`src/core/tzp_pkg.sv`:
```
// Shared constants for the timer-zero pwm unit.
// Assumes a single 100 MHz system clock and a plain strobe register port.
package tzp_pkg;
  localparam int ADDR_W = 8;
  localparam int DATA_W = 32;
  localparam int CNT_W = 8;
  localparam int RATE_W = 3;
  localparam int PRE_W = 8;

  // Register offsets (byte addresses, one word each)
  localparam logic [ADDR_W-1:0] OFS_CTRL = 8'h00;
  localparam logic [ADDR_W-1:0] OFS_DUTY = 8'h04;
  localparam logic [ADDR_W-1:0] OFS_COUNT = 8'h08;
  localparam logic [ADDR_W-1:0] OFS_STATUS = 8'h0c;
  localparam logic [ADDR_W-1:0] OFS_MASK = 8'h10;

  // Control register field positions
  localparam int CTRL_ENABLE_BIT = 0;
  localparam int CTRL_RANGE_LOW_BIT = 1;
  localparam int CTRL_RANGE_HIGH_BIT = 2;
  localparam int CTRL_OUT_ENABLE_BIT = 3;
  localparam int CTRL_RATE_LSB = 4;

  // Status and mask field positions
  localparam int STAT_REQUEST_BIT = 0;

  // Values after reset
  localparam logic [CNT_W-1:0] CNT_RESET = 8'h00;
  localparam logic [CNT_W-1:0] DUTY_RESET = 8'h00;
  localparam logic [RATE_W-1:0] RATE_RESET = 3'h0;

  // Range select codes {high, low} and their count masks
  typedef enum logic [1:0] {
    TZP_RANGE_256 = 2'b00,
    TZP_RANGE_64 = 2'b01,
    TZP_RANGE_32 = 2'b10,
    TZP_RANGE_16 = 2'b11
  } tzp_range_t;

  localparam logic [CNT_W-1:0] MASK_256 = 8'hff;
  localparam logic [CNT_W-1:0] MASK_64 = 8'h3f;
  localparam logic [CNT_W-1:0] MASK_32 = 8'h1f;
  localparam logic [CNT_W-1:0] MASK_16 = 8'h0f;

  // Rate code for divide by four, as used in typical setups
  localparam logic [RATE_W-1:0] RATE_DIV4 = 3'h6;
endpackage : tzp_pkg

```
`src/core/tzp_pwm.sv`:
```
// Timer-zero pwm unit: counter, double-buffered duty, pin mux, request flag.
// Assumes a one-clock register port with read data one cycle after the strobe.
// Behaviour
// - The counter wraps after 256, 64, 32 or 16 counts as the two range bits select.
// - Counter and duty values are limited to the selected range; one overflow per modulus.
// - The output goes low when the counter equals the active duty value.
// - The output goes high when the counter wraps to zero with a nonzero new duty value.
// - Output is high while counter is below the duty value and low otherwise.
// - High time over a period equals duty divided by the modulus.
// - A duty of zero keeps the output low.
// - Duty writes go to a buffer and reach the compare only at overflow.
// - A new duty takes effect from the next period; no double toggle in a period.
// - The request flag is set on every counter overflow.
// - Pwm operation and the interrupt request work together.
// - With output enable set, the pin carries the pwm and general I/O is cut off.
// - The counter clock is fcpu divided per the rate field, 110 giving divide by four.
`timescale 1ns/100ps
module tzp_pwm (
  input wire logic clk_sys,
  input wire logic rst_n,
  input wire logic [tzp_pkg::ADDR_W-1:0] reg_addr,
  input wire logic [tzp_pkg::DATA_W-1:0] reg_wdata,
  input wire logic reg_wr,
  input wire logic reg_rd,
  output logic [tzp_pkg::DATA_W-1:0] reg_rdata,
  output logic irq,
  input wire logic gpio_out,
  input wire logic gpio_oe,
  output logic gpio_in,
  input wire logic pin_in,
  output logic pin_out,
  output logic pin_oe
);
  import tzp_pkg::*;

  logic timer_enable_bit;
  logic range_select_low;
  logic range_select_high;
  logic pulse_out_enable;
  logic [RATE_W-1:0] clock_rate_field;
  logic [CNT_W-1:0] duty_reference;
  logic [CNT_W-1:0] active_duty;
  logic [CNT_W-1:0] pwm_counter;
  logic pwm_level;
  logic timer_request_flag;
  logic request_mask;
  logic tick;
  logic [CNT_W-1:0] range_mask;
  logic wrap;
  logic [CNT_W-1:0] next_count;
  logic [CNT_W-1:0] next_duty;
  logic wr_ctrl;
  logic wr_duty;
  logic wr_count;
  logic wr_status;
  logic wr_mask;

  assign wr_ctrl = reg_wr && (reg_addr == OFS_CTRL);
  assign wr_duty = reg_wr && (reg_addr == OFS_DUTY);
  assign wr_count = reg_wr && (reg_addr == OFS_COUNT);
  assign wr_status = reg_wr && (reg_addr == OFS_STATUS);
  assign wr_mask = reg_wr && (reg_addr == OFS_MASK);

  always_comb begin
    case (tzp_range_t'({range_select_high, range_select_low}))
      TZP_RANGE_256: range_mask = MASK_256;
      TZP_RANGE_64: range_mask = MASK_64;
      TZP_RANGE_32: range_mask = MASK_32;
      TZP_RANGE_16: range_mask = MASK_16;
      default: range_mask = MASK_256;
    endcase
  end

  tzp_prescaler #(
    .PRE_W(PRE_W)
  ) u_prescaler (
    .clk_sys(clk_sys),
    .rst_n(rst_n),
    .run(timer_enable_bit),
    .rate(clock_rate_field),
    .tick(tick)
  );

  // Overflow when the masked count reaches the top of the range
  assign wrap = tick && ((pwm_counter & range_mask) == range_mask);
  assign next_count = wrap ? CNT_RESET : ((pwm_counter + CNT_W'(1)) & range_mask);
  assign next_duty = duty_reference & range_mask;

  always_ff @(posedge clk_sys or negedge rst_n) begin
    if (!rst_n) begin
      timer_enable_bit <= 1'b0;
      range_select_low <= 1'b0;
      range_select_high <= 1'b0;
      pulse_out_enable <= 1'b0;
      clock_rate_field <= RATE_RESET;
    end else if (wr_ctrl) begin
      timer_enable_bit <= reg_wdata[CTRL_ENABLE_BIT];
      range_select_low <= reg_wdata[CTRL_RANGE_LOW_BIT];
      range_select_high <= reg_wdata[CTRL_RANGE_HIGH_BIT];
      pulse_out_enable <= reg_wdata[CTRL_OUT_ENABLE_BIT];
      clock_rate_field <= reg_wdata[CTRL_RATE_LSB +: RATE_W];
    end
  end

  // Write-only buffer; may be written at any time without glitching the pin
  always_ff @(posedge clk_sys or negedge rst_n) begin
    if (!rst_n) begin
      duty_reference <= DUTY_RESET;
    end else if (wr_duty) begin
      duty_reference <= reg_wdata[CNT_W-1:0];
    end
  end

  // Active compare only moves at overflow, so each period keeps one duty
  always_ff @(posedge clk_sys or negedge rst_n) begin
    if (!rst_n) begin
      active_duty <= DUTY_RESET;
    end else if (wrap) begin
      active_duty <= next_duty;
    end
  end

  always_ff @(posedge clk_sys or negedge rst_n) begin
    if (!rst_n) begin
      pwm_counter <= CNT_RESET;
    end else if (wr_count) begin
      pwm_counter <= reg_wdata[CNT_W-1:0] & range_mask;
    end else if (tick) begin
      pwm_counter <= next_count;
    end
  end

  // Level follows counter < duty; at wrap uses the freshly loaded duty
  always_ff @(posedge clk_sys or negedge rst_n) begin
    if (!rst_n) begin
      pwm_level <= 1'b0;
    end else if (wr_count) begin
      // Count write wins over a wrap in the same cycle, so compare with the duty in force
      pwm_level <= ((reg_wdata[CNT_W-1:0] & range_mask)
                    < (wrap ? next_duty : active_duty));
    end else if (wrap) begin
      pwm_level <= (next_duty != CNT_RESET);
    end else if (tick) begin
      // Equality drops the level; below stays high; at or above stays low
      pwm_level <= (next_count < active_duty);
    end
  end

  // Set wins over a simultaneous write-one clear
  always_ff @(posedge clk_sys or negedge rst_n) begin
    if (!rst_n) begin
      timer_request_flag <= 1'b0;
    end else if (wrap) begin
      timer_request_flag <= 1'b1;
    end else if (wr_status && reg_wdata[STAT_REQUEST_BIT]) begin
      timer_request_flag <= 1'b0;
    end
  end

  always_ff @(posedge clk_sys or negedge rst_n) begin
    if (!rst_n) begin
      request_mask <= 1'b0;
    end else if (wr_mask) begin
      request_mask <= reg_wdata[STAT_REQUEST_BIT];
    end
  end

  assign irq = timer_request_flag && request_mask;

  // Pin mux: pwm owns the pin while enabled
  assign pin_out = pulse_out_enable ? pwm_level : gpio_out;
  assign pin_oe = pulse_out_enable ? 1'b1 : gpio_oe;
  assign gpio_in = pulse_out_enable ? 1'b0 : pin_in;

  // Duty reads as zero: it is write-only
  always_ff @(posedge clk_sys or negedge rst_n) begin
    if (!rst_n) begin
      reg_rdata <= '0;
    end else if (reg_rd) begin
      case (reg_addr)
        OFS_CTRL: begin
          reg_rdata <= '0;
          reg_rdata[CTRL_ENABLE_BIT] <= timer_enable_bit;
          reg_rdata[CTRL_RANGE_LOW_BIT] <= range_select_low;
          reg_rdata[CTRL_RANGE_HIGH_BIT] <= range_select_high;
          reg_rdata[CTRL_OUT_ENABLE_BIT] <= pulse_out_enable;
          reg_rdata[CTRL_RATE_LSB +: RATE_W] <= clock_rate_field;
        end
        // Stale high bits after a range change never show
        OFS_COUNT: reg_rdata <= {{(DATA_W-CNT_W){1'b0}}, pwm_counter & range_mask};
        OFS_STATUS: reg_rdata <= {{(DATA_W-1){1'b0}}, timer_request_flag};
        OFS_MASK: reg_rdata <= {{(DATA_W-1){1'b0}}, request_mask};
        default: reg_rdata <= '0;
      endcase
    end else begin
      reg_rdata <= '0;
    end
  end
endmodule : tzp_pwm

```
`src/core/tzp_prescaler.sv`:
```
// Prescaler: one-cycle tick at fcpu / 2^(8 - rate).
// Assumes rate is steady while counting; a change only shifts one period.
`timescale 1ns/100ps
module tzp_prescaler #(
  parameter int PRE_W = tzp_pkg::PRE_W
) (
  input wire logic clk_sys,
  input wire logic rst_n,
  input wire logic run,
  input wire logic [tzp_pkg::RATE_W-1:0] rate,
  output logic tick
);
  import tzp_pkg::*;

  logic [PRE_W-1:0] div_cnt;
  logic [PRE_W-1:0] low_mask;

  // Rate 000 divides by 256, 110 by 4, 111 by 2
  assign low_mask = PRE_W'({PRE_W{1'b1}} >> rate);
  assign tick = run && ((div_cnt & low_mask) == low_mask);

  always_ff @(posedge clk_sys or negedge rst_n) begin
    if (!rst_n) begin
      div_cnt <= '0;
    end else if (run) begin
      div_cnt <= div_cnt + PRE_W'(1);
    end else begin
      div_cnt <= '0;
    end
  end
endmodule : tzp_prescaler

```
`config.mk`:
```
export PLATFORM = sky130hd
export DESIGN_NAME = tzp_pwm
export DESIGN_NICKNAME = d
export VERILOG_FILES = /design/src/core/tzp_pkg.sv /design/src/core/tzp_pwm.sv /design/src/core/tzp_prescaler.sv
export SDC_FILE = /design/constraint.sdc
export NUM_CORES = 1
export LEC_CHECK = 0
export BUFFER_PORTS_ARGS = -buffer_cell sky130_fd_sc_hd__buf_2
export CORE_MARGIN = 1
export CORE_UTILIZATION = 40
export DETAILED_ROUTE_END_ITERATION = 8
export SLEW_MARGIN = 40
export SYNTH_ARGS = -nofsm -noshare
export SYNTH_HDL_FRONTEND = slang
export SYNTH_SLANG_ARGS = --single-unit
```
`constraint.sdc`:
```
create_clock -name clk_sys -period 3.65 [get_ports clk_sys]
set_clock_uncertainty 0.1 [all_clocks]
set_input_delay 0.73 -clock clk_sys [delete_from_list [all_inputs] [get_ports clk_sys]]
set_output_delay 0.73 -clock clk_sys [all_outputs]
set_load 0.01 [all_outputs]
```
After elaboration in Yosys (flattened, before gate mapping)
Cells that the tools add are included.
W data, S select, Z words.

operators by class
  add/subtract/negate cells = 2
  magnitude comparators = 2
  eq/ne operators = 9
  shifts and indexed selects = 1
  multiplexer cells = 16
  bitwise gates (word level) = 5
  reductions and logical operators = 15

operator list
  operator               count
  $pmux W8 S4            2
  $and A8 B8 Y8          5
  $mux W8                5
  $mux W32               1
  $add A8 B1 Y8 const B  2
  $eq A8 B4 Y1 const B   2
  $eq A8 B8 Y1           2
  $lt A8 B8 Y1           2
  $logic_and A1 B1 Y1    9
  $eq A8 B3 Y1 const B   1
  $eq A8 B5 Y1 const B   1
  $logic_not A8 Y1       1
  $mux W1                8
  $reduce_bool A8 Y1     1
  $shr A8 B3 Y8 const A  1
  $eq A2 B2 Y1 const B   2
  $reduce_bool A2 Y1     2
  $reduce_bool A3 Y1     1
  $eq A2 B1 Y1 const B   1
  $logic_not A2 Y1       1

word-level totals
  register bits = 74
  bits of input ports = 47
  logic and storage cells = 63

Longest topological paths before layout
  depth in word-level cells = 10
  mapped depth = 14
  mapped depth without buffers = 13

Modules after synthesis
A second synthesis with hierarchy kept.

unflattened totals
  cells, all modules = 311
  area, all modules = 3064.2 um2

modules (own cells, without submodules)
  module         instances  cells an instance  area each (um2)
  tzp_pwm        1          270                2651.3
  tzp_prescaler  1          41                 412.9

Worst setup path after synthesis
Ideal clock, no wire load.

  path type = reg2reg
  start = reg pwm_counter[0]
  end = reg pwm_level
  setup time = 0.077 ns
  data arrival time = 2.752 ns
  slack = 0.720 ns
  stages on the path, launching flop included = 13
  period minus slack after synthesis = 2.930 ns
  cell sequence = dfrtp_1 > ha_1 > nand3_1 > or2_2 > nor3_2 > buf_2 > nor3_1 > ha_1 > a21o_1 > a21o_1 > a2111oi_0 > nor4_1 > a21oi_1

between the ends
  cells in the longest elaborated chain, start to end = 8
  elaborated cells on any way between the ends = 13
  classes of those cells = add/sub: 1; order compare: 2; eq/ne: 1; mux: 5; bitwise: 2; reduce/logical: 2

ends and longest elaborated chain
  what                                                   RTL line        text
  start, declared                                        tzp_pwm.sv:43   logic [CNT_W-1:0] pwm_counter;
  start signal, assigned                                 tzp_pwm.sv:127  pwm_counter <= reg_wdata[CNT_W-1:0] & range_mask;
  start signal, assigned                                 tzp_pwm.sv:129  pwm_counter <= next_count;
  branches (longest 8 deep; another with $add A8 B1 Y8)  -
  end signal, assigned                                   tzp_pwm.sv:139  pwm_level <= ((reg_wdata[CNT_W-1:0] & range_mask)
  end signal, assigned                                   tzp_pwm.sv:142  pwm_level <= (next_duty != CNT_RESET);
  end signal, assigned                                   tzp_pwm.sv:145  pwm_level <= (next_count < active_duty);
  end, declared                                          tzp_pwm.sv:44   logic pwm_level;

Several ways; the timed one is not identified. The select of a mux whose other input is x is not followed.
A chain may end at the register's enable or synchronous reset.

Final worst setup path
  start = reg pwm_counter[1]
  end = reg pwm_level

The elaborated chain is that of the path after synthesis.

==> flow_metrics.env <==
export IMPL_hold_slack_ns=0.3535
export IMPL_die_h_um=90.96
export IMPL_dp_hpwl_um=4998
export IMPL_dr_total_vias=2357
export IMPL_yosysSeqAreaShare_pct=39.53
export IMPL_top_usage_layer="met2"
export IMPL_tns_ns=0
export IMPL_yosysWarnings=0
export IMPL_clk_pin_slew_ns=0.09
export IMPL_yosys_cell_types_count=57
export IMPL_final_period_utilization_pct=87.36
export IMPL_hold_class="input port to asynchronous set/reset pin"
export IMPL_area_delta_synth_final_pct=9.170
export IMPL_die_w_um=90.96
export IMPL_stdcell_area_um2=3456
export IMPL_post_cts_buffers=0
export IMPL_power_density_nw_per_um2=311.9
export IMPL_globalRouteOverflowTotal=0
export IMPL_rsz0062_at_grt="false"
export IMPL_fmax_mhz=313.6
export IMPL_startpoint_type="flop"
export IMPL_layout_common_cells="50 x dfrtp_1, 34 x buf_2, 24 x conb_1"
export IMPL_met1_usage_pct=24.31
export IMPL_final_common_cell="dfrtp_1"
export IMPL_cp_end_kind="flop"
export IMPL_cts_buffer_depth=2
export IMPL_cts_tree="yes"
export IMPL_grt_usage_pct=17.15
export IMPL_diodes=0
export IMPL_p_sw_share_pct=28.38
export IMPL_ir_drop_uv=150.5
export IMPL_netlist_area_um2=3166
export IMPL_crit_type="flop to flop"
export IMPL_slew_violations=0
export IMPL_p_leak_nw=1.683
export IMPL_path_max_fanout=10
export IMPL_cp_required_ns=3.78
export IMPL_ys_ff_latch=50
export IMPL_hold_viol_final=0
export IMPL_dr_pass1_iters=4
export IMPL_placedInstanceArea_um2=3377
export IMPL_drc=0
export IMPL_io_pins=83
export IMPL_start_util_pct=41.18
export IMPL_nNetsFinal=419
export IMPL_antenna_found_initial=0
export IMPL_clock_latency_ns=0.30
export IMPL_dieArea_um2=8274
export IMPL_viasPerCell=5.146
export IMPL_grt_use_met3_pct=2.261
export IMPL_max_slew_margin_pct=55.41
export IMPL_rows=32
export IMPL_place_congestion=0.8335
export IMPL_period_needed_ns=3.189
export IMPL_globalRouteMet2Util_pct=27.27
export IMPL_drt_iter0_markers=76
export IMPL_ant_nets=0
export IMPL_synth_edff_count=0
export IMPL_clock_sinks=50
export IMPL_tightest_slew_ns=0.6689
export IMPL_postSynthCellCount=318
export IMPL_cts_root_buf="clkbuf_8"
export IMPL_p_clk_share_pct=29.3
export IMPL_setup_viol=0
export IMPL_p_seq_share_pct=54.9
export IMPL_power_net_switching_mw=0.3059
export IMPL_p_comb_share_pct=15.8
export IMPL_synth_avg_cell_area_um2=9.955
export IMPL_ctsResizeCount=0
export IMPL_h_tree_depth=2
export IMPL_maxCapViolations=0
export IMPL_numCtsBuffers=5
export IMPL_drive_above_1_share_pct=22.47
export IMPL_portBuffers=34
export IMPL_grt_max_degree=31
export IMPL_synthFlopType="dfrtp_1"
export IMPL_internal_power_mw=0.7720
export IMPL_crit_arrival_ns=3.32
export IMPL_status="finished, final reports clean"
export IMPL_grt_pass1_vias=2242
export IMPL_grt_pass1_wl_um=11280
export IMPL_post_drt_wl_per_cell_um=14.52
export IMPL_postRouteWirelength_um=6649
export IMPL_core_area_um2=7687
export IMPL_holdBufCountCts=0
export IMPL_async_flop_share_pct=100.0
-- final timing paths --
path | startpoint | slack [ns] | end | depth (start not counted)
setup / recovery | pwm_counter[1]$_DFFE_PN0P_ | 0.46 | pwm_level$_DFFE_PN0P_ | 14
hold / removal | rst_n | 0.35 | active_duty[1]$_DFF_PN0_ | 1
min in group clk_sys | u_prescaler.div_cnt[0]$_DFF_PN0_ | 0.39 | u_prescaler.div_cnt[0]$_DFF_PN0_ | 1
setup reg to reg | pwm_counter[1]$_DFFE_PN0P_ | 0.46 | pwm_level$_DFFE_PN0P_ | 14
max in group asynchronous | rst_n | 2.35 | pwm_counter[7]$_DFFE_PN0P_ | 2
hold reg to reg | u_prescaler.div_cnt[0]$_DFF_PN0_ | 0.39 | u_prescaler.div_cnt[0]$_DFF_PN0_ | 1
-- layout make-up --
cell class | count | area (um^2)
fillers | 767 | 4232
well taps | 102 | 127.6
clock inverters | 2 | 10.01
clock buffers | 5 | 68.82
inverters | 12 | 45.04
multi-input cells | 246 | 1730
repair buffers | 41 | 222.7
flip-flops and latches | 50 | 1251
-- cell usage after synthesis (all sizes together) (4+ instances only) --
library cell	count	area share (%)
nand3	13	2.1
o21a	7	1.7
nor2	21	3.1
a21oi	18	2.8
xor2	4	1.1
and2	12	2.4
mux2i	8	2.5
nor3	6	1.1
mux2	18	6.4
nor2b	6	1.2
o21ai	16	2.5
ha	16	6.3
buf	30	6.8
inv	12	1.4
xnor2	7	1.9
dfrtp	50	40
nand2	19	2.5
a21o	6	1.4
-- sequential cells by signal, indices dropped and copies added (netlist names), 3 cells and up --
name and cells:
duty_reference 8, clock_rate_field 3, pwm_counter 8, active_duty 8
u_prescaler.div_cnt 8, reg_rdata 8
-- routing by layer --
layer / vias to the layer above / share of wire [%]
met5: - / 0
met4: 0 / 1.9
met3: 9 / 3.7
met2: 67 / 44
met1: 1126 / 50
li1: 1155 / -
-- power by group through the flow --
stage | logic [mW] | registers [mW] | clock network (mW)
after detailed placement | 0.171 | 0.602 | 0
after CTS | 0.172 | 0.591 | 0.331
after floorplan | 0.134 | 0.595 | 0
after global placement | 0.168 | 0.602 | 0
after global routing | 0.195 | 0.594 | 0.348
final | 0.170 | 0.592 | 0.316
-- logic make-up after synthesis --
| logic type | share of synthesized area [%] |
|---|---|
| AO/OA/AOI/OAI | 13.72 |
| XOR/XNOR | 3.043 |
| adder cells (fa/ha/maj) | 6.324 |
| buffers and inverters | 8.537 |
| flip-flops | 39.53 |
| multiplexers | 8.933 |
| other | 0.1185 |
| AND/OR/NAND/NOR | 19.80 |
-- critical path: stages (launching register included) --
cell      delay (ns)
dfrtp_1         0.43
ha_1            0.23
nand3_1         0.16
or2_2           0.38
nor3_2          0.19
buf_4           0.21
nand2_1         0.08
o21a_1          0.11
ha_1            0.30
a21o_1          0.16
a21oi_1         0.15
o22ai_1         0.09
nor4_1          0.17
o311ai_0        0.18
a21oi_1         0.17
-- metrics by stage --
stage	utilization (%)	setup slack, ns	power, mW	instances
after floorplan	-	0.7204	0.7286	341
after global placement	43.93	0.4706	0.7698	451
after detailed placement	43.93	0.5124	0.7732	451
after CTS	44.95	0.4576	1.094	458
after global routing	44.95	0.2242	1.138	458
final	44.95	0.4613	1.078	458
(Power assumes the default switching activity.)
